File: src/core/usbif_regs.svh
`ifndef USBIF_REGS_SVH
`define USBIF_REGS_SVH
// ==========================================================
// register offsets (byte addresses)
`define USBIF_OFF_FLAGS 8'h00
`define USBIF_OFF_IRQ_EN 8'h04
`define USBIF_OFF_CLEAR 8'h08
`define USBIF_OFF_ERR_EN 8'h0c
`define USBIF_OFF_CTRL 8'h10
`define USBIF_OFF_LINE 8'h14
// ==========================================================
// event flag bit positions
`define USBIF_BIT_STALL 7
`define USBIF_BIT_ATTACH 6
`define USBIF_BIT_RESUME 5
`define USBIF_BIT_IDLE 4
`define USBIF_BIT_TOKEN 3
`define USBIF_BIT_SOF 2
`define USBIF_BIT_ERR 1
`define USBIF_BIT_RST_DET 0
// control and line status bit positions
`define USBIF_BIT_HOST_EN 0
`define USBIF_BIT_LINE_SE0 0
`define USBIF_BIT_LINE_J 1
`define USBIF_BIT_LINE_K 2
`define USBIF_BIT_LINE_ATT 3
// ==========================================================
// field masks and reset values
`define USBIF_W1C_MASK 8'hfd
`define USBIF_FLAGS_RST 8'h00
`define USBIF_IRQ_EN_RST 8'h00
`define USBIF_ERR_EN_RST 8'h00
`define USBIF_CTRL_RST 1'h0
`define USBIF_LINE_RST 2'h2
// ==========================================================
// timing: times in their own unit, counts derived from the clock
`define USBIF_CLK_PERIOD_NS 8
`define USBIF_T_QUIET_NS 2500
`define USBIF_T_IDLE_MS 3
`define USBIF_CYC_QUIET \
    ((`USBIF_T_QUIET_NS + `USBIF_CLK_PERIOD_NS - 1) / `USBIF_CLK_PERIOD_NS)
`define USBIF_CYC_IDLE \
    ((`USBIF_T_IDLE_MS * 1000000 + `USBIF_CLK_PERIOD_NS - 1) / `USBIF_CLK_PERIOD_NS)
`endif

File: src/core/usbif_pkg.sv
package usbif_pkg;
    // ==========================================================
    // types shared by the flag logic
    typedef logic [7:0] usbif_flags_t;
    typedef enum logic [0:0] {
        att_detached,
        att_attached
    } usbif_att_state_t;
endpackage

File: src/core/usbif_line_if.sv
`timescale 1ns/100ps
// ==========================================================
// filtered bus line state from the pin synchroniser
interface usbif_line_if;
    logic se0;
    logic j_state;
    logic k_state;
    logic changed;
    modport src (output se0, output j_state, output k_state, output changed);
    modport dst (input se0, input j_state, input k_state, input changed);
endinterface

File: src/core/usbif_dwell.sv
`timescale 1ns/100ps
// ==========================================================
// pulses once when cond has held for CYCLES clocks in a row
module usbif_dwell #(
    parameter int unsigned CYCLES = 313,
    parameter int W = $clog2(CYCLES + 1)
) (
    input wire logic pclk,
    input wire logic presetn,
    input wire logic cond,
    output logic hit
);
    localparam logic [W-1:0] LIMIT = W'(CYCLES);
    logic [W-1:0] cnt_reg;
    logic hit_reg;
    wire last = cond && (cnt_reg == LIMIT - 1'b1);
    // saturating run counter, cleared when cond drops
    always_ff @(posedge pclk or negedge presetn) begin
        if (!presetn) begin
            cnt_reg <= '0;
            hit_reg <= 1'b0;
        end else begin
            hit_reg <= last;
            if (!cond) begin
                cnt_reg <= '0;
            end else if (cnt_reg != LIMIT) begin
                cnt_reg <= cnt_reg + 1'b1;
            end
        end
    end
    assign hit = hit_reg;
endmodule

File: src/core/usbif_flags.sv
// Functional notes
// hardware sets flags, writing one clears
// bits 31 to 8 read zero
// host mode: received stall sets bit 7
// device mode: transmitted stall sets bit 7
// attach detection sets bit 6
// attach needs host, 2.5 us quiet, no se0
// k state for 2.5 us sets bit 5
// software disables resume interrupt outside suspend
// idle for 3 ms sets bit 4
// token finished sets bit 3
// clearing token flag advances status fifo
// sof received or host threshold sets bit 2
// only enabled errors set bit 1
// device mode: bus reset sets bit 0
// host mode: detach sets bit 0
// error summary read-only, follows enabled errors
// zero writes ignored, set beats clear
//
`timescale 1ns/100ps
`include "usbif_regs.svh"
module usbif_flags
    import usbif_pkg::*;
#(
    parameter int unsigned QUIET_CYCLES = `USBIF_CYC_QUIET,
    parameter int unsigned IDLE_CYCLES = `USBIF_CYC_IDLE,
    parameter int ERR_W = 8
) (
    input wire logic pclk,
    input wire logic presetn,
    input wire logic psel,
    input wire logic penable,
    input wire logic pwrite,
    input wire logic [7:0] paddr,
    input wire logic [31:0] pwdata,
    input wire logic [3:0] pstrb,
    output logic [31:0] prdata,
    output logic pready,
    output logic pslverr,
    input wire logic dp_pin,
    input wire logic dm_pin,
    input wire logic stall_rx,
    input wire logic stall_tx,
    input wire logic token_done,
    input wire logic sof_rx,
    input wire logic sof_threshold,
    input wire logic [ERR_W-1:0] error_flags,
    output logic host_mode_enable,
    output logic fifo_advance,
    output logic irq
);
    // ==========================================================
    // state
    usbif_flags_t flags_reg;
    usbif_flags_t flags_next;
    usbif_flags_t irq_en_reg;
    logic [ERR_W-1:0] err_en_reg;
    logic host_reg;
    logic err_sum_reg;
    logic fifo_adv_reg;
    logic irq_reg;
    logic [31:0] prdata_reg;
    usbif_att_state_t att_reg;
    usbif_att_state_t att_next;

    // ==========================================================
    // line state from the pins
    usbif_line_if line ();

    // three-flop synchroniser and level filter for the data lines
    usbif_sync u_sync (
        .pclk(pclk),
        .presetn(presetn),
        .dp_pin(dp_pin),
        .dm_pin(dm_pin),
        .line(line)
    );

    // ==========================================================
    // line dwell detectors
    logic resume_hit;
    logic idle_hit;
    logic attach_hit;
    logic detach_hit;
    logic bus_rst_hit;

    // quiet non-se0 bus while host and no peripheral seen
    wire attach_cond = host_reg && (att_reg == att_detached)
        && !line.se0 && !line.changed;
    // se0 while host and peripheral present
    wire detach_cond = host_reg && (att_reg == att_attached) && line.se0;
    // se0 held in device mode
    wire bus_rst_cond = !host_reg && line.se0;

    // resume: k state held for the quiet time
    usbif_dwell #(.CYCLES(QUIET_CYCLES)) u_resume (
        .pclk(pclk),
        .presetn(presetn),
        .cond(line.k_state),
        .hit(resume_hit)
    );

    // idle: j state held for the idle time
    usbif_dwell #(.CYCLES(IDLE_CYCLES)) u_idle (
        .pclk(pclk),
        .presetn(presetn),
        .cond(line.j_state),
        .hit(idle_hit)
    );

    // attach: quiet non-se0 bus in host mode
    usbif_dwell #(.CYCLES(QUIET_CYCLES)) u_attach (
        .pclk(pclk),
        .presetn(presetn),
        .cond(attach_cond),
        .hit(attach_hit)
    );

    // detach: se0 held with a peripheral present
    usbif_dwell #(.CYCLES(QUIET_CYCLES)) u_detach (
        .pclk(pclk),
        .presetn(presetn),
        .cond(detach_cond),
        .hit(detach_hit)
    );

    // bus reset: se0 held in device mode
    usbif_dwell #(.CYCLES(QUIET_CYCLES)) u_bus_rst (
        .pclk(pclk),
        .presetn(presetn),
        .cond(bus_rst_cond),
        .hit(bus_rst_hit)
    );

    // ==========================================================
    // attach tracking in host mode
    always_comb begin
        att_next = att_reg;
        case (att_reg)
            att_detached: begin
                if (attach_hit && host_reg) begin
                    att_next = att_attached;
                end
            end
            att_attached: begin
                if (detach_hit || !host_reg) begin
                    att_next = att_detached;
                end
            end
            default: begin
                att_next = att_detached;
            end
        endcase
    end

    // attach state register
    always_ff @(posedge pclk or negedge presetn) begin
        if (!presetn) begin
            att_reg <= att_detached;
        end else begin
            att_reg <= att_next;
        end
    end

    // ==========================================================
    // helpers
    // a register is hit only by its exact word address
    function automatic logic addr_hit(input logic [7:0] addr, input logic [7:0] off);
        return addr == off;
    endfunction

    // host mode takes the host meaning of a shared event source
    function automatic logic by_mode(input logic host, input logic h_evt, input logic d_evt);
        return host ? h_evt : d_evt;
    endfunction

    // ==========================================================
    // apb decode
    wire setup = psel && !penable;
    wire access = psel && penable;
    wire wr_take = access && pwrite;
    wire lane0 = pstrb[0];
    wire sel_flags = addr_hit(paddr, `USBIF_OFF_FLAGS);
    wire sel_irq_en = addr_hit(paddr, `USBIF_OFF_IRQ_EN);
    wire sel_clear = addr_hit(paddr, `USBIF_OFF_CLEAR);
    wire sel_err_en = addr_hit(paddr, `USBIF_OFF_ERR_EN);
    wire sel_ctrl = addr_hit(paddr, `USBIF_OFF_CTRL);
    wire sel_line = addr_hit(paddr, `USBIF_OFF_LINE);
    wire mapped = sel_flags || sel_irq_en || sel_clear
        || sel_err_en || sel_ctrl || sel_line;
    wire wr_ok = wr_take && mapped && lane0;

    // ==========================================================
    // flag set sources, host and device meanings selected by mode
    usbif_flags_t set_vec;
    usbif_flags_t clr_vec;
    wire stall_evt = by_mode(host_reg, stall_rx, stall_tx);
    wire sof_evt = by_mode(host_reg, sof_threshold, sof_rx);
    wire bit0_evt = by_mode(host_reg, detach_hit, bus_rst_hit);
    wire attach_evt = attach_hit && host_reg;

    always_comb begin
        set_vec = '0;
        set_vec[`USBIF_BIT_STALL] = stall_evt;
        set_vec[`USBIF_BIT_ATTACH] = attach_evt;
        set_vec[`USBIF_BIT_RESUME] = resume_hit;
        set_vec[`USBIF_BIT_IDLE] = idle_hit;
        set_vec[`USBIF_BIT_TOKEN] = token_done;
        set_vec[`USBIF_BIT_SOF] = sof_evt;
        set_vec[`USBIF_BIT_RST_DET] = bit0_evt;
    end

    // ones written to flags or clear register clear every bit but bit 1, zeros do nothing
    wire clr_sel = wr_ok && (sel_flags || sel_clear);
    assign clr_vec = clr_sel ? (pwdata[7:0] & `USBIF_W1C_MASK) : '0;

    // set wins over a clear in the same cycle
    always_comb begin
        flags_next = (flags_reg & ~clr_vec) | set_vec;
        flags_next[`USBIF_BIT_ERR] = err_sum_reg;
    end

    // event flag register
    always_ff @(posedge pclk or negedge presetn) begin
        if (!presetn) begin
            flags_reg <= `USBIF_FLAGS_RST;
        end else begin
            flags_reg <= flags_next;
        end
    end

    // ==========================================================
    // error summary from enabled underlying errors
    wire err_any = |(error_flags & err_en_reg);

    // summary follows the masked errors, no write path
    always_ff @(posedge pclk or negedge presetn) begin
        if (!presetn) begin
            err_sum_reg <= 1'b0;
        end else begin
            err_sum_reg <= err_any;
        end
    end

    // ==========================================================
    // token status fifo advance on clearing a set token flag
    wire tok_cleared = clr_vec[`USBIF_BIT_TOKEN] && flags_reg[`USBIF_BIT_TOKEN];

    // one-cycle advance pulse after the clearing write
    always_ff @(posedge pclk or negedge presetn) begin
        if (!presetn) begin
            fifo_adv_reg <= 1'b0;
        end else begin
            fifo_adv_reg <= tok_cleared;
        end
    end

    // ==========================================================
    // writable configuration registers
    // interrupt enable, same layout as the flags
    always_ff @(posedge pclk or negedge presetn) begin
        if (!presetn) begin
            irq_en_reg <= `USBIF_IRQ_EN_RST;
        end else if (wr_ok && sel_irq_en) begin
            irq_en_reg <= pwdata[7:0];
        end
    end

    // error enable mask for the summary bit
    always_ff @(posedge pclk or negedge presetn) begin
        if (!presetn) begin
            err_en_reg <= ERR_W'(`USBIF_ERR_EN_RST);
        end else if (wr_ok && sel_err_en) begin
            err_en_reg <= pwdata[ERR_W-1:0];
        end
    end

    // host mode select
    always_ff @(posedge pclk or negedge presetn) begin
        if (!presetn) begin
            host_reg <= `USBIF_CTRL_RST;
        end else if (wr_ok && sel_ctrl) begin
            host_reg <= pwdata[`USBIF_BIT_HOST_EN];
        end
    end

    // ==========================================================
    // interrupt output: any enabled flag set
    always_ff @(posedge pclk or negedge presetn) begin
        if (!presetn) begin
            irq_reg <= 1'b0;
        end else begin
            irq_reg <= |(flags_next & irq_en_reg);
        end
    end

    // ==========================================================
    // read mux, upper bits always zero
    logic [31:0] rd_mux;
    logic [7:0] line_stat;

    // line status word
    always_comb begin
        line_stat = '0;
        line_stat[`USBIF_BIT_LINE_SE0] = line.se0;
        line_stat[`USBIF_BIT_LINE_J] = line.j_state;
        line_stat[`USBIF_BIT_LINE_K] = line.k_state;
        line_stat[`USBIF_BIT_LINE_ATT] = (att_reg == att_attached);
    end

    // register select for reads
    always_comb begin
        rd_mux = '0;
        if (sel_flags) begin
            rd_mux[7:0] = flags_reg;
        end else if (sel_irq_en) begin
            rd_mux[7:0] = irq_en_reg;
        end else if (sel_err_en) begin
            rd_mux[ERR_W-1:0] = err_en_reg;
        end else if (sel_ctrl) begin
            rd_mux[`USBIF_BIT_HOST_EN] = host_reg;
        end else if (sel_line) begin
            rd_mux[7:0] = line_stat;
        end
    end

    // read data captured in the setup cycle, held through access
    always_ff @(posedge pclk or negedge presetn) begin
        if (!presetn) begin
            prdata_reg <= '0;
        end else if (setup) begin
            prdata_reg <= pwrite ? 32'h0 : rd_mux;
        end
    end

    // ==========================================================
    // outputs
    assign prdata = prdata_reg;
    assign pready = 1'b1; // zero wait states
    assign pslverr = access && !mapped;
    assign host_mode_enable = host_reg;
    assign fifo_advance = fifo_adv_reg;
    assign irq = irq_reg;
endmodule

File: src/core/usbif_sync.sv
`timescale 1ns/100ps
`include "usbif_regs.svh"
// ==========================================================
// three-stage pin synchroniser with agreement filter
module usbif_sync
    import usbif_pkg::*;
(
    input wire logic pclk,
    input wire logic presetn,
    input wire logic dp_pin,
    input wire logic dm_pin,
    usbif_line_if.src line
);
    logic [1:0] ff1_reg;
    logic [1:0] ff2_reg;
    logic [1:0] ff3_reg;
    logic [1:0] stable_reg;
    logic changed_reg;
    wire agree = (ff2_reg == ff3_reg);
    wire moved = agree && (ff3_reg != stable_reg);
    // pin stages; ff1 only feeds ff2
    always_ff @(posedge pclk or negedge presetn) begin
        if (!presetn) begin
            ff1_reg <= `USBIF_LINE_RST;
            ff2_reg <= `USBIF_LINE_RST;
            ff3_reg <= `USBIF_LINE_RST;
        end else begin
            ff1_reg <= {dp_pin, dm_pin};
            ff2_reg <= ff1_reg;
            ff3_reg <= ff2_reg;
        end
    end
    // accept a new line level once stages two and three agree
    always_ff @(posedge pclk or negedge presetn) begin
        if (!presetn) begin
            stable_reg <= `USBIF_LINE_RST;
            changed_reg <= 1'b0;
        end else begin
            changed_reg <= moved;
            if (moved) begin
                stable_reg <= ff3_reg;
            end
        end
    end
    // full-speed decode: j is dp high, k is dm high
    assign line.se0 = (stable_reg == 2'h0);
    assign line.j_state = (stable_reg == 2'h2);
    assign line.k_state = (stable_reg == 2'h1);
    assign line.changed = changed_reg;
endmodule

File: config.mk
export PLATFORM = sky130hd
export DESIGN_NAME = usbif_flags
export DESIGN_NICKNAME = d
export VERILOG_FILES = /design/src/core/usbif_pkg.sv /design/src/core/usbif_line_if.sv /design/src/core/usbif_dwell.sv /design/src/core/usbif_flags.sv /design/src/core/usbif_sync.sv
export VERILOG_INCLUDE_DIRS = /design/src /design/src/core
export SDC_FILE = /design/constraint.sdc
export NUM_CORES = 1
export LEC_CHECK = 0
export ABC_AREA = 1
export BUFFER_PORTS_ARGS = -buffer_cell sky130_fd_sc_hd__buf_2
export CORE_ASPECT_RATIO = 1.2
export CORE_MARGIN = 8
export CORE_UTILIZATION = 56
export DETAILED_ROUTE_END_ITERATION = 16
export PLACE_DENSITY = 0.87
export SLEW_MARGIN = 0
export SYNTH_ARGS = -nofsm -noshare
export SYNTH_HDL_FRONTEND = slang
export SYNTH_SLANG_ARGS = --single-unit
File: constraint.sdc
create_clock -name pclk -period 1.71 [get_ports pclk]
set_input_delay 0.0855 -clock pclk [delete_from_list [all_inputs] [get_ports pclk]]
set_output_delay 0.0855 -clock pclk [all_outputs]
set_load 0.005 [all_outputs]
==> flow_summary.json, run 1 <==
{
  "place_congestion": 0.8859,
  "drive_gt1_frac": 0.1594,
  "fin_skew_ns": 0.01181,
  "fillerInstances": 750,
  "synth_top_family_by_area": "simple AND/OR/NAND/NOR gates",
  "synth_xor_area_frac": 0.02044,
  "grt_pass1_vias": 4762,
  "io_pins": 101,
  "antenna_found_initial": 0,
  "hpwlAfterDp_mm": 9.048,
  "finalInstanceArea_um2": 6400,
  "fin_nets": 827,
  "final_cells": 879,
  "tightest_slew_ns": 0.5350,
  "multi_input_area_um2": 2446,
  "drv_cap": 0,
  "clk_pin_slew_ns": 0.07,
  "period_share": 0.9629,
  "cts-buffers-inserted": 9,
  "drt_first_pass_iters": 6,
  "power_leakage_nw": 3.101,
  "irDropWorstVdd_uv": 456.8,
  "cp-end-kind": "flip-flop",
  "period_needed_ns": 1.647,
  "clockBufferDepth": 2,
  "status": "complete, no violations",
  "avgSynthCellArea_um2": 8.302,
  "yosysSeqAreaShare": 0.4771,
  "cp.required_ns": 1.99,
  "synthMuxAreaShare": 0.003594,
  "coreArea_um2": 9859,
  "grt_max_degree": 40,
  "layout_common_cells": "nand2_1 (126), dfrtp_1 (101), inv_1 (82), nor2_1 (68), nand3_1 (60)",
  "synth-edff-count": 0,
  "die_area_um2": 13410,
  "die_x_um": 107.0,
  "path_max_fanout": 4,
  "synthSimpleGateAreaFrac": 0.2585,
  "p_per_area_nw_per_um2": 821.3,
  "rsz0062_at_grt": "true",
  "syn_to_final_growth_pct": 14.89,
  "crit_type": "flip-flop to flip-flop",
  "cts_max_level": 3,
  "worstPathArrival_ns": 1.93,
  "async_reset_ff_frac": 1.000,
  "slew_violations": 0,
  "synthAdderAreaFrac": 0.03145,
  "antenna_cells": 0,
  "synth_area_um2": 5570,
  "vias": 4733,
  "clock-sinks": 106,
  "wl_mm": 12.63,
  "fmax_mhz": 607.3,
  "yosysWarnings": 0,
  "mostFrequentLayoutCell": "nand2_1",
  "synth_cells": 671,
  "setup_violations": 0,
  "startpoint_type": "flip-flop",
  "gr-usage-all-layers": 0.1899,
  "hold_path.class": "input pin to flip-flop",
  "cts.root.buffer_cell": "clkbuf_16",
  "worstSkewPairLatency_ns": 0.35,
  "seqCellArea_um2": 2659,
  "reg2reg_slack_ns": 0.06,
  "avgViaCountPerCell": 5.385,
  "grt_overflow_total": 0,
  "initial_core_util": 0.5650,
  "drtIter0Drc": 332,
  "cts_tree": "yes",
  "largest_reg_flops": 19,
  "placed_area_um2": 5924,
  "fin_total_pwr_mw": 5.256,
  "final-hold-violation-count": 0,
  "fp.dieH_um": 125.3,
  "ys_types": 44,
  "rows": 40,
  "portBuffers": 48,
  "synth-seq-cells": 106,
  "synth_ff_type": "dfrtp_1",
  "wl_per_cell_um": 14.37,
  "maxSlewHeadroom": 0.6433,
  "grt_first_pass_wirelength_mm": 21.07,
  "dp.cells": 847,
  "drt_drc_violations_left": 0,
  "synth_compound_area_frac": 0.1024,
  "drtAntennaViolNets": 0
}
cell type report:
type / count / area share
Clock buffer: 11 / 0.03636
Tap cell: 126 / 0.02463
Multi-Input combinational cell: 465 / 0.3822
Clock inverter: 4 / 0.008016
Inverter: 90 / 0.05279
Timing Repair Buffer: 77 / 0.08055
Sequential cell: 106 / 0.4154
final timing paths:
kind	startpoint	end	cells past startpoint
setup / recovery	u_idle.cnt_reg[1]$_DFFE_PN0P_	u_idle.cnt_reg[18]$_DFFE_PN0P_	10
hold / removal	pwdata[1]	err_en_reg[1]$_DFFE_PN0P_	3
setup reg to reg	u_idle.cnt_reg[1]$_DFFE_PN0P_	u_idle.cnt_reg[18]$_DFFE_PN0P_	10
hold reg to reg	u_sync.ff1_reg[0]$_DFF_PN0_	u_sync.ff2_reg[0]$_DFF_PN0_	0
max in group asynchronous	presetn	u_attach.cnt_reg[2]$_DFFE_PN0P_	3
min in group asynchronous	presetn	u_attach.cnt_reg[4]$_DFFE_PN0P_	2
routing by layer:
metal	vias to the layer above	global-route usage	wire length (µm)
li1	2295	-	-
met3	50	0.03854	799
met2	177	0.3310	6439
met5	-	0	0
met1	2211	0.2088	4844
met4	0	0.1046	547
metrics by stage:
step                      setup TNS [ns]  setup slack, ns  hold slack [ns]  utilization
after floorplan                        0           0.2886          -0.2101            -
after global placement                 0           0.1749          0.09189       0.6009
after detailed placement               0           0.1063          0.09618       0.6009
after CTS                              0          0.03581         0.008143       0.6419
after global routing            -0.05499         -0.04069          0.01079       0.6491
final                                  0          0.06341         0.004171       0.6491
synth_stat cells, types with 7 or more instances:
library cell,count,area share
o21ai_0,42,0.038
ha_1,14,0.031
xor2_1,8,0.013
buf_4,26,0.035
nand3_1,60,0.054
o21ai_2,8,0.013
nand4_1,7,0.0079
a21oi_1,31,0.028
nor3_1,20,0.018
nand2_1,129,0.087
nor2_1,69,0.046
dfrtp_1,102,0.46
inv_1,82,0.055
power by group:
group / internal [mW] / total [mW] / switching [mW]
clock network: 1.13 / 2.03 / 0.897
registers: 2.58 / 2.66 / 0.0745
logic: 0.210 / 0.571 / 0.360
total: 3.92 / 5.26 / 1.33
critical path, cell delays in order (launching register included):
cell,delay [ns]
dfrtp_1,0.38
ha_2,0.21
nand2_2,0.08
nor2_4,0.14
nand2_2,0.10
nor2_4,0.15
nand2_2,0.09
nor2_4,0.14
nand2_2,0.06
xor2_1,0.14
nor2_1,0.09
logic make-up after synthesis:
logic type	after synthesis
compound gates	99
buf+inv	123
fa+ha+maj	14
simple gates	312
mux	2
flops	106
other cells	2
xor+xnor	13
timing repair:
item / 4_1_cts / 5_1_grt
buffers inserted: 0 / 5
hold buffers: 12 / 0
endpoints found under the hold margin: 38 / 0
gates resized for setup: 0 / 11
setup endpoints to repair: 0 / 6
No activity file was read; power rests on OpenSTA's default activity.
==> run 2: changes to the inputs <==
PLACE_DENSITY = 0.76   (was 0.87)
==> flow_summary.json, run 2 (synthesis results as in run 1) <==
{
  "period_needed_ns": 1.603,
  "path_max_fanout": 4,
  "initial_core_util": 0.5650,
  "mostFrequentLayoutCell": "nand2_1",
  "grt_first_pass_wirelength_mm": 20.74,
  "cellInternalPower_mw": 3.963,
  "power_frac_seq": 0.503,
  "path_buf_inv": 0,
  "gr-usage-all-layers": 0.1872,
  "cts.root.buffer_cell": "clkbuf_16",
  "grt_pass1_vias": 4619,
  "drt_drc_violations_left": 0,
  "grt_overflow_total": 0,
  "coreArea_um2": 9859,
  "grt_max_degree": 55,
  "power.switching_mw": 1.315,
  "die_area_um2": 13410,
  "tightest_slew_ns": 0.6031,
  "clk_pin_slew_ns": 0.07,
  "cts_tree": "yes",
  "place_congestion": 0.8622,
  "p_per_area_nw_per_um2": 823.2,
  "largest_reg_flops": 19,
  "hold_path.class": "input pin to flip-flop",
  "drtIter0Drc": 262,
  "irDropWorstVdd_uv": 493.9,
  "crit_chain": "ha_2, nand2_2, nor2_4, nand2_2, nor2_4, nand2_2, nor2_4, nand2_2, xor2_1, nor2_1",
  "p_clk_frac": 0.393,
  "io_pins": 101,
  "dpl_worst_slack_ns": 0.1522,
  "seqCellArea_um2": 2659,
  "wl_mm": 12.29,
  "antenna_cells": 0,
  "fin_nets": 827,
  "layout_common_cells": "nand2_1 (126), dfrtp_1 (101), inv_1 (82), nor2_1 (69), nand3_1 (60)",
  "wl_per_cell_um": 13.97,
  "final-hold-violation-count": 0,
  "slowest_delay_ns": 0.37,
  "portBuffers": 48,
  "syn_to_final_growth_pct": 15.09,
  "fmax_mhz": 623.7,
  "cts_max_level": 3,
  "setup_violations": 0,
  "crit_top_cell": "nand2_2",
  "clock-sinks": 106,
  "maxSlewHeadroom": 0.5979,
  "cp_top_family": "simple AND/OR/NAND/NOR gates",
  "antenna_found_initial": 0,
  "worstPathArrival_ns": 1.84,
  "cp-end-kind": "flip-flop",
  "hpwlAfterDp_mm": 9.005,
  "slew_violations": 0,
  "drt_first_pass_iters": 5,
  "worstSkewPairLatency_ns": 0.34,
  "cts-buffers-inserted": 9,
  "cp_slowest_cell": "dfrtp_1",
  "avgViaCountPerCell": 5.257,
  "power_leakage_nw": 3.110,
  "cp.required_ns": 1.94,
  "fin_skew_ns": 0.008081,
  "drv_cap": 0,
  "fillerInstances": 813,
  "period_share": 0.9376,
  "vias": 4626,
  "rows": 40,
  "clockBufferDepth": 2,
  "die_x_um": 107.0,
  "startpoint_type": "flip-flop",
  "swShare": 0.2492,
  "status": "complete, no violations",
  "fp.dieH_um": 125.3,
  "fin_ws_ns": 0.1068,
  "tns_ns": 0,
  "multi_input_area_um2": 2444,
  "rsz0062_at_grt": "true",
  "drtAntennaViolNets": 0,
  "drive_gt1_frac": 0.1592,
  "crit_type": "flip-flop to flip-flop",
  "pwr-share-comb": 0.104
}
==> run 2: worst reg2reg max path, stage by stage (launching register included) <==
cell and delay, ns:
dfrtp_1 0.37, ha_2 0.19, nand2_2 0.08, nor2_4 0.15, nand2_2 0.09, nor2_4 0.14, nand2_2 0.09, nor2_4 0.14
nand2_2 0.06, xor2_1 0.14, nor2_1 0.05
==> run 2: power groups by stage <==
stage               clock network (mW)  logic, mW  registers, mW
global placement                     0      0.502           2.69
detailed placement                   0      0.529           2.70
floorplan                            0      0.343           2.69
global route                      2.22      0.632           2.67
finish                            2.07      0.551           2.66
CTS                               2.11      0.551           2.65
==> run 2: area by class of cell <==
cell class	instances	area share
sequential	106	0.4147
multi-input combinational	465	0.3811
timing repair buffer	77	0.08041
inverter	90	0.05269
clock buffer	12	0.03845
tap	126	0.02459
clock inverter	4	0.008002
==> run 2: repair_timing <==
action	CTS	global route
hold endpoints to repair	36	0
endpoints found under the setup margin	0	5
setup buffers	0	3
gates resized for setup	0	9
hold buffers	12	0
==> run 2: metal layers <==
metal  part of all wire  vias up  global-route usage
met3              0.065       25             0.04317
met1               0.41     2170              0.2179
met4              0.028        0             0.08216
met2               0.50      148              0.3183
li1                   -     2283                   -
met5                  0        -                   0
==> run 2: final timing paths <==
check / startpoint / endpoint / slack (ns) / cells past startpoint
max in group asynchronous: presetn / u_sync.stable_reg[1]$_DFFE_PN1P_ / 0.90 / 3
min in group asynchronous: presetn / u_detach.cnt_reg[8]$_DFFE_PN0P_ / 0.19 / 2
setup / recovery: u_idle.cnt_reg[1]$_DFFE_PN0P_ / u_idle.cnt_reg[18]$_DFFE_PN0P_ / 0.11 / 10
hold reg to reg: u_sync.ff1_reg[0]$_DFF_PN0_ / u_sync.ff2_reg[0]$_DFF_PN0_ / 0.35 / 0
setup reg to reg: u_idle.cnt_reg[1]$_DFFE_PN0P_ / u_idle.cnt_reg[18]$_DFFE_PN0P_ / 0.11 / 10
hold / removal: pwdata[4] / err_en_reg[4]$_DFFE_PN0P_ / 0.01 / 3
==> run 2: per-stage QoR <==
step	instance area (µm²)	power [mW]	std cells	hold WS (ns)	utilization
2_1_floorplan	5657	3.028	694	-0.2101	-
3_3_place_gp	5939	3.197	849	0.01161	0.6024
3_5_place_dp	5939	3.228	849	0.01319	0.6024
4_1_cts	6357	5.312	877	0.009407	0.6448
5_1_grt	6411	5.523	880	0.01767	0.6503
6_report	6411	5.278	880	0.01314	0.6503
==> run 3: changes to the inputs <==
BUFFER_PORTS_ARGS = not set   (was -buffer_cell sky130_fd_sc_hd__buf_2)
CORE_UTILIZATION = 63   (was 56)
DONT_BUFFER_PORTS = 1   (was not set)
PLACE_DENSITY = 0.75   (was 0.76)
==> flow_summary.json, run 3 (synthesis results as in run 1) <==
{
  "critPathCapture": "flags_reg[7]$_DFF_PN0_",
  "grt_first_pass_wirelength_mm": 19.41,
  "crit_type": "flip-flop to flip-flop",
  "wl_mm": 11.56,
  "rows": 37,
  "final-hold-violation-count": 106,
  "hold_buffers": 21,
  "startpoint": "host_mode_enable$_DFFE_PN0P_",
  "drtIter0Drc": 222,
  "fp.dieH_um": 119.0,
  "coreArea_um2": 8611,
  "maxSlewHeadroom": 0.6455,
  "irDropWorstVdd_uv": 549.3,
  "cts-buffers-inserted": 9,
  "tightest_slew_ns": 0.5318,
  "cp-end-kind": "flip-flop",
  "cts_max_level": 3,
  "die_x_um": 101.8,
  "post_cts_buffers": 0,
  "fillerInstances": 697,
  "layout_common_cells": "nand2_1 (129), dfrtp_1 (101), inv_1 (82), nor2_1 (69), nand3_1 (60)",
  "antenna_cells": 0,
  "fin_total_pwr_mw": 4.856,
  "grt_pass1_vias": 4453,
  "fmax_mhz": 621.4,
  "reg2reg_from": "host_mode_enable$_DFFE_PN0P_",
  "worstPathArrival_ns": 1.87,
  "grt_overflow_total": 0,
  "fin_nets": 779,
  "reg2reg_to": "flags_reg[7]$_DFF_PN0_",
  "die_area_um2": 12120,
  "period_share": 0.9411,
  "cts.root.buffer_cell": "clkbuf_8",
  "antenna_found_initial": 0,
  "portBuffers": 0,
  "largest_reg_flops": 19,
  "cp_slowest_cell": "dlygate4sd3_1",
  "cts_tree": "yes",
  "initial_core_util": 0.6469,
  "path_max_fanout": 6,
  "wl_per_cell_um": 14.05,
  "p_per_area_nw_per_um2": 801.2,
  "rsz0062_at_grt": "true",
  "drt_drc_violations_left": 0,
  "reg2reg_slack_ns": 0.10,
  "slowest_delay_ns": 0.56,
  "drt_first_pass_iters": 5,
  "slew_violations": 0,
  "clock-sinks": 106,
  "drive_gt1_frac": 0.08357,
  "hold_ws_ns": -0.6013,
  "avgViaCountPerCell": 5.356,
  "placed_area_um2": 5615,
  "hpwlAfterDp_mm": 8.098,
  "syn_to_final_growth_pct": 8.805,
  "clockBufferDepth": 2,
  "cp.required_ns": 1.98,
  "finalInstanceArea_um2": 6061,
  "mostFrequentLayoutCell": "nand2_1",
  "drv_cap": 0,
  "clk_pin_slew_ns": 0.10,
  "hold_path.class": "input pin to async pin",
  "drtAntennaViolNets": 0,
  "startpoint_type": "flip-flop",
  "violations": "hold timing",
  "setup_violations": 0,
  "fin_skew_ns": 0.009252,
  "multi_input_area_um2": 2419,
  "io_pins": 101,
  "status": "finished, violations left",
  "grt_max_degree": 107,
  "worstSkewPairLatency_ns": 0.37,
  "crit_chain": "buf_4, mux2i_1, nand2_1, dlygate4sd3_1",
  "power_leakage_nw": 2.858,
  "r2r_cells": 4,
  "period_needed_ns": 1.609,
  "place_congestion": 0.8537,
  "seqCellArea_um2": 2659,
  "vias": 4408,
  "gr-usage-all-layers": 0.1967
}
run 3: what timing repair did:
item                                   CTS  global route
setup endpoints to repair                0             6
gates resized for setup                  0             2
endpoints found under the hold margin  134           106
run 3: per-stage QoR:
stage                     setup WS (ns)  std cells    util  setup TNS [ns]
after floorplan                  0.2886        694       -               0
after global placement           0.1644        786  0.6521               0
after detailed placement         0.1419        786  0.6521               0
after CTS                       0.05010        823  0.7031               0
after global routing           -0.05173        823  0.7039        -0.05837
final                            0.1007        823  0.7039               0
run 3: where the power goes:
group / switching, mW / internal [mW]
clock network: 0.840 / 0.906
logic: 0.285 / 0.171
registers: 0.0723 / 2.58
run 3: worst max-delay path: cells and delay by family, from the launching register on:
kind          cells  cell delay, ns
buf+inv           2            0.76
flops             1            0.41
simple gates      1            0.10
mux               1            0.23
run 3: routing by layer:
metal  global-route usage  wire (µm)
met1               0.2266       4857
met4               0.1113        371
met2               0.3339       5613
met5                    0          0
met3              0.03497        721
run 3: area by class of cell:
cell class                      instances  share of cell area
Sequential cell                       106              0.4387
Multi-Input combinational cell        465              0.3991
Inverter                               90             0.05574
Timing Repair Buffer                   29             0.04459
Clock buffer                           12             0.02560
Tap cell                              117             0.02415
Clock inverter                          4             0.01218
run 3: worst min-delay path by stage:
stage,start,end,slack [ns],depth (start not counted)
finish,presetn,u_bus_rst.cnt_reg[4]$_DFFE_PN0P_,-0.60,0
global route,presetn,u_bus_rst.cnt_reg[5]$_DFFE_PN0P_,-0.63,0
CTS,presetn,u_resume.cnt_reg[5]$_DFFE_PN0P_,-0.62,0
detailed placement,presetn,u_bus_rst.cnt_reg[4]$_DFFE_PN0P_,-0.21,0
global placement,presetn,u_bus_rst.cnt_reg[4]$_DFFE_PN0P_,-0.21,0
floorplan,presetn,att_reg$_DFF_PN0_,-0.21,0
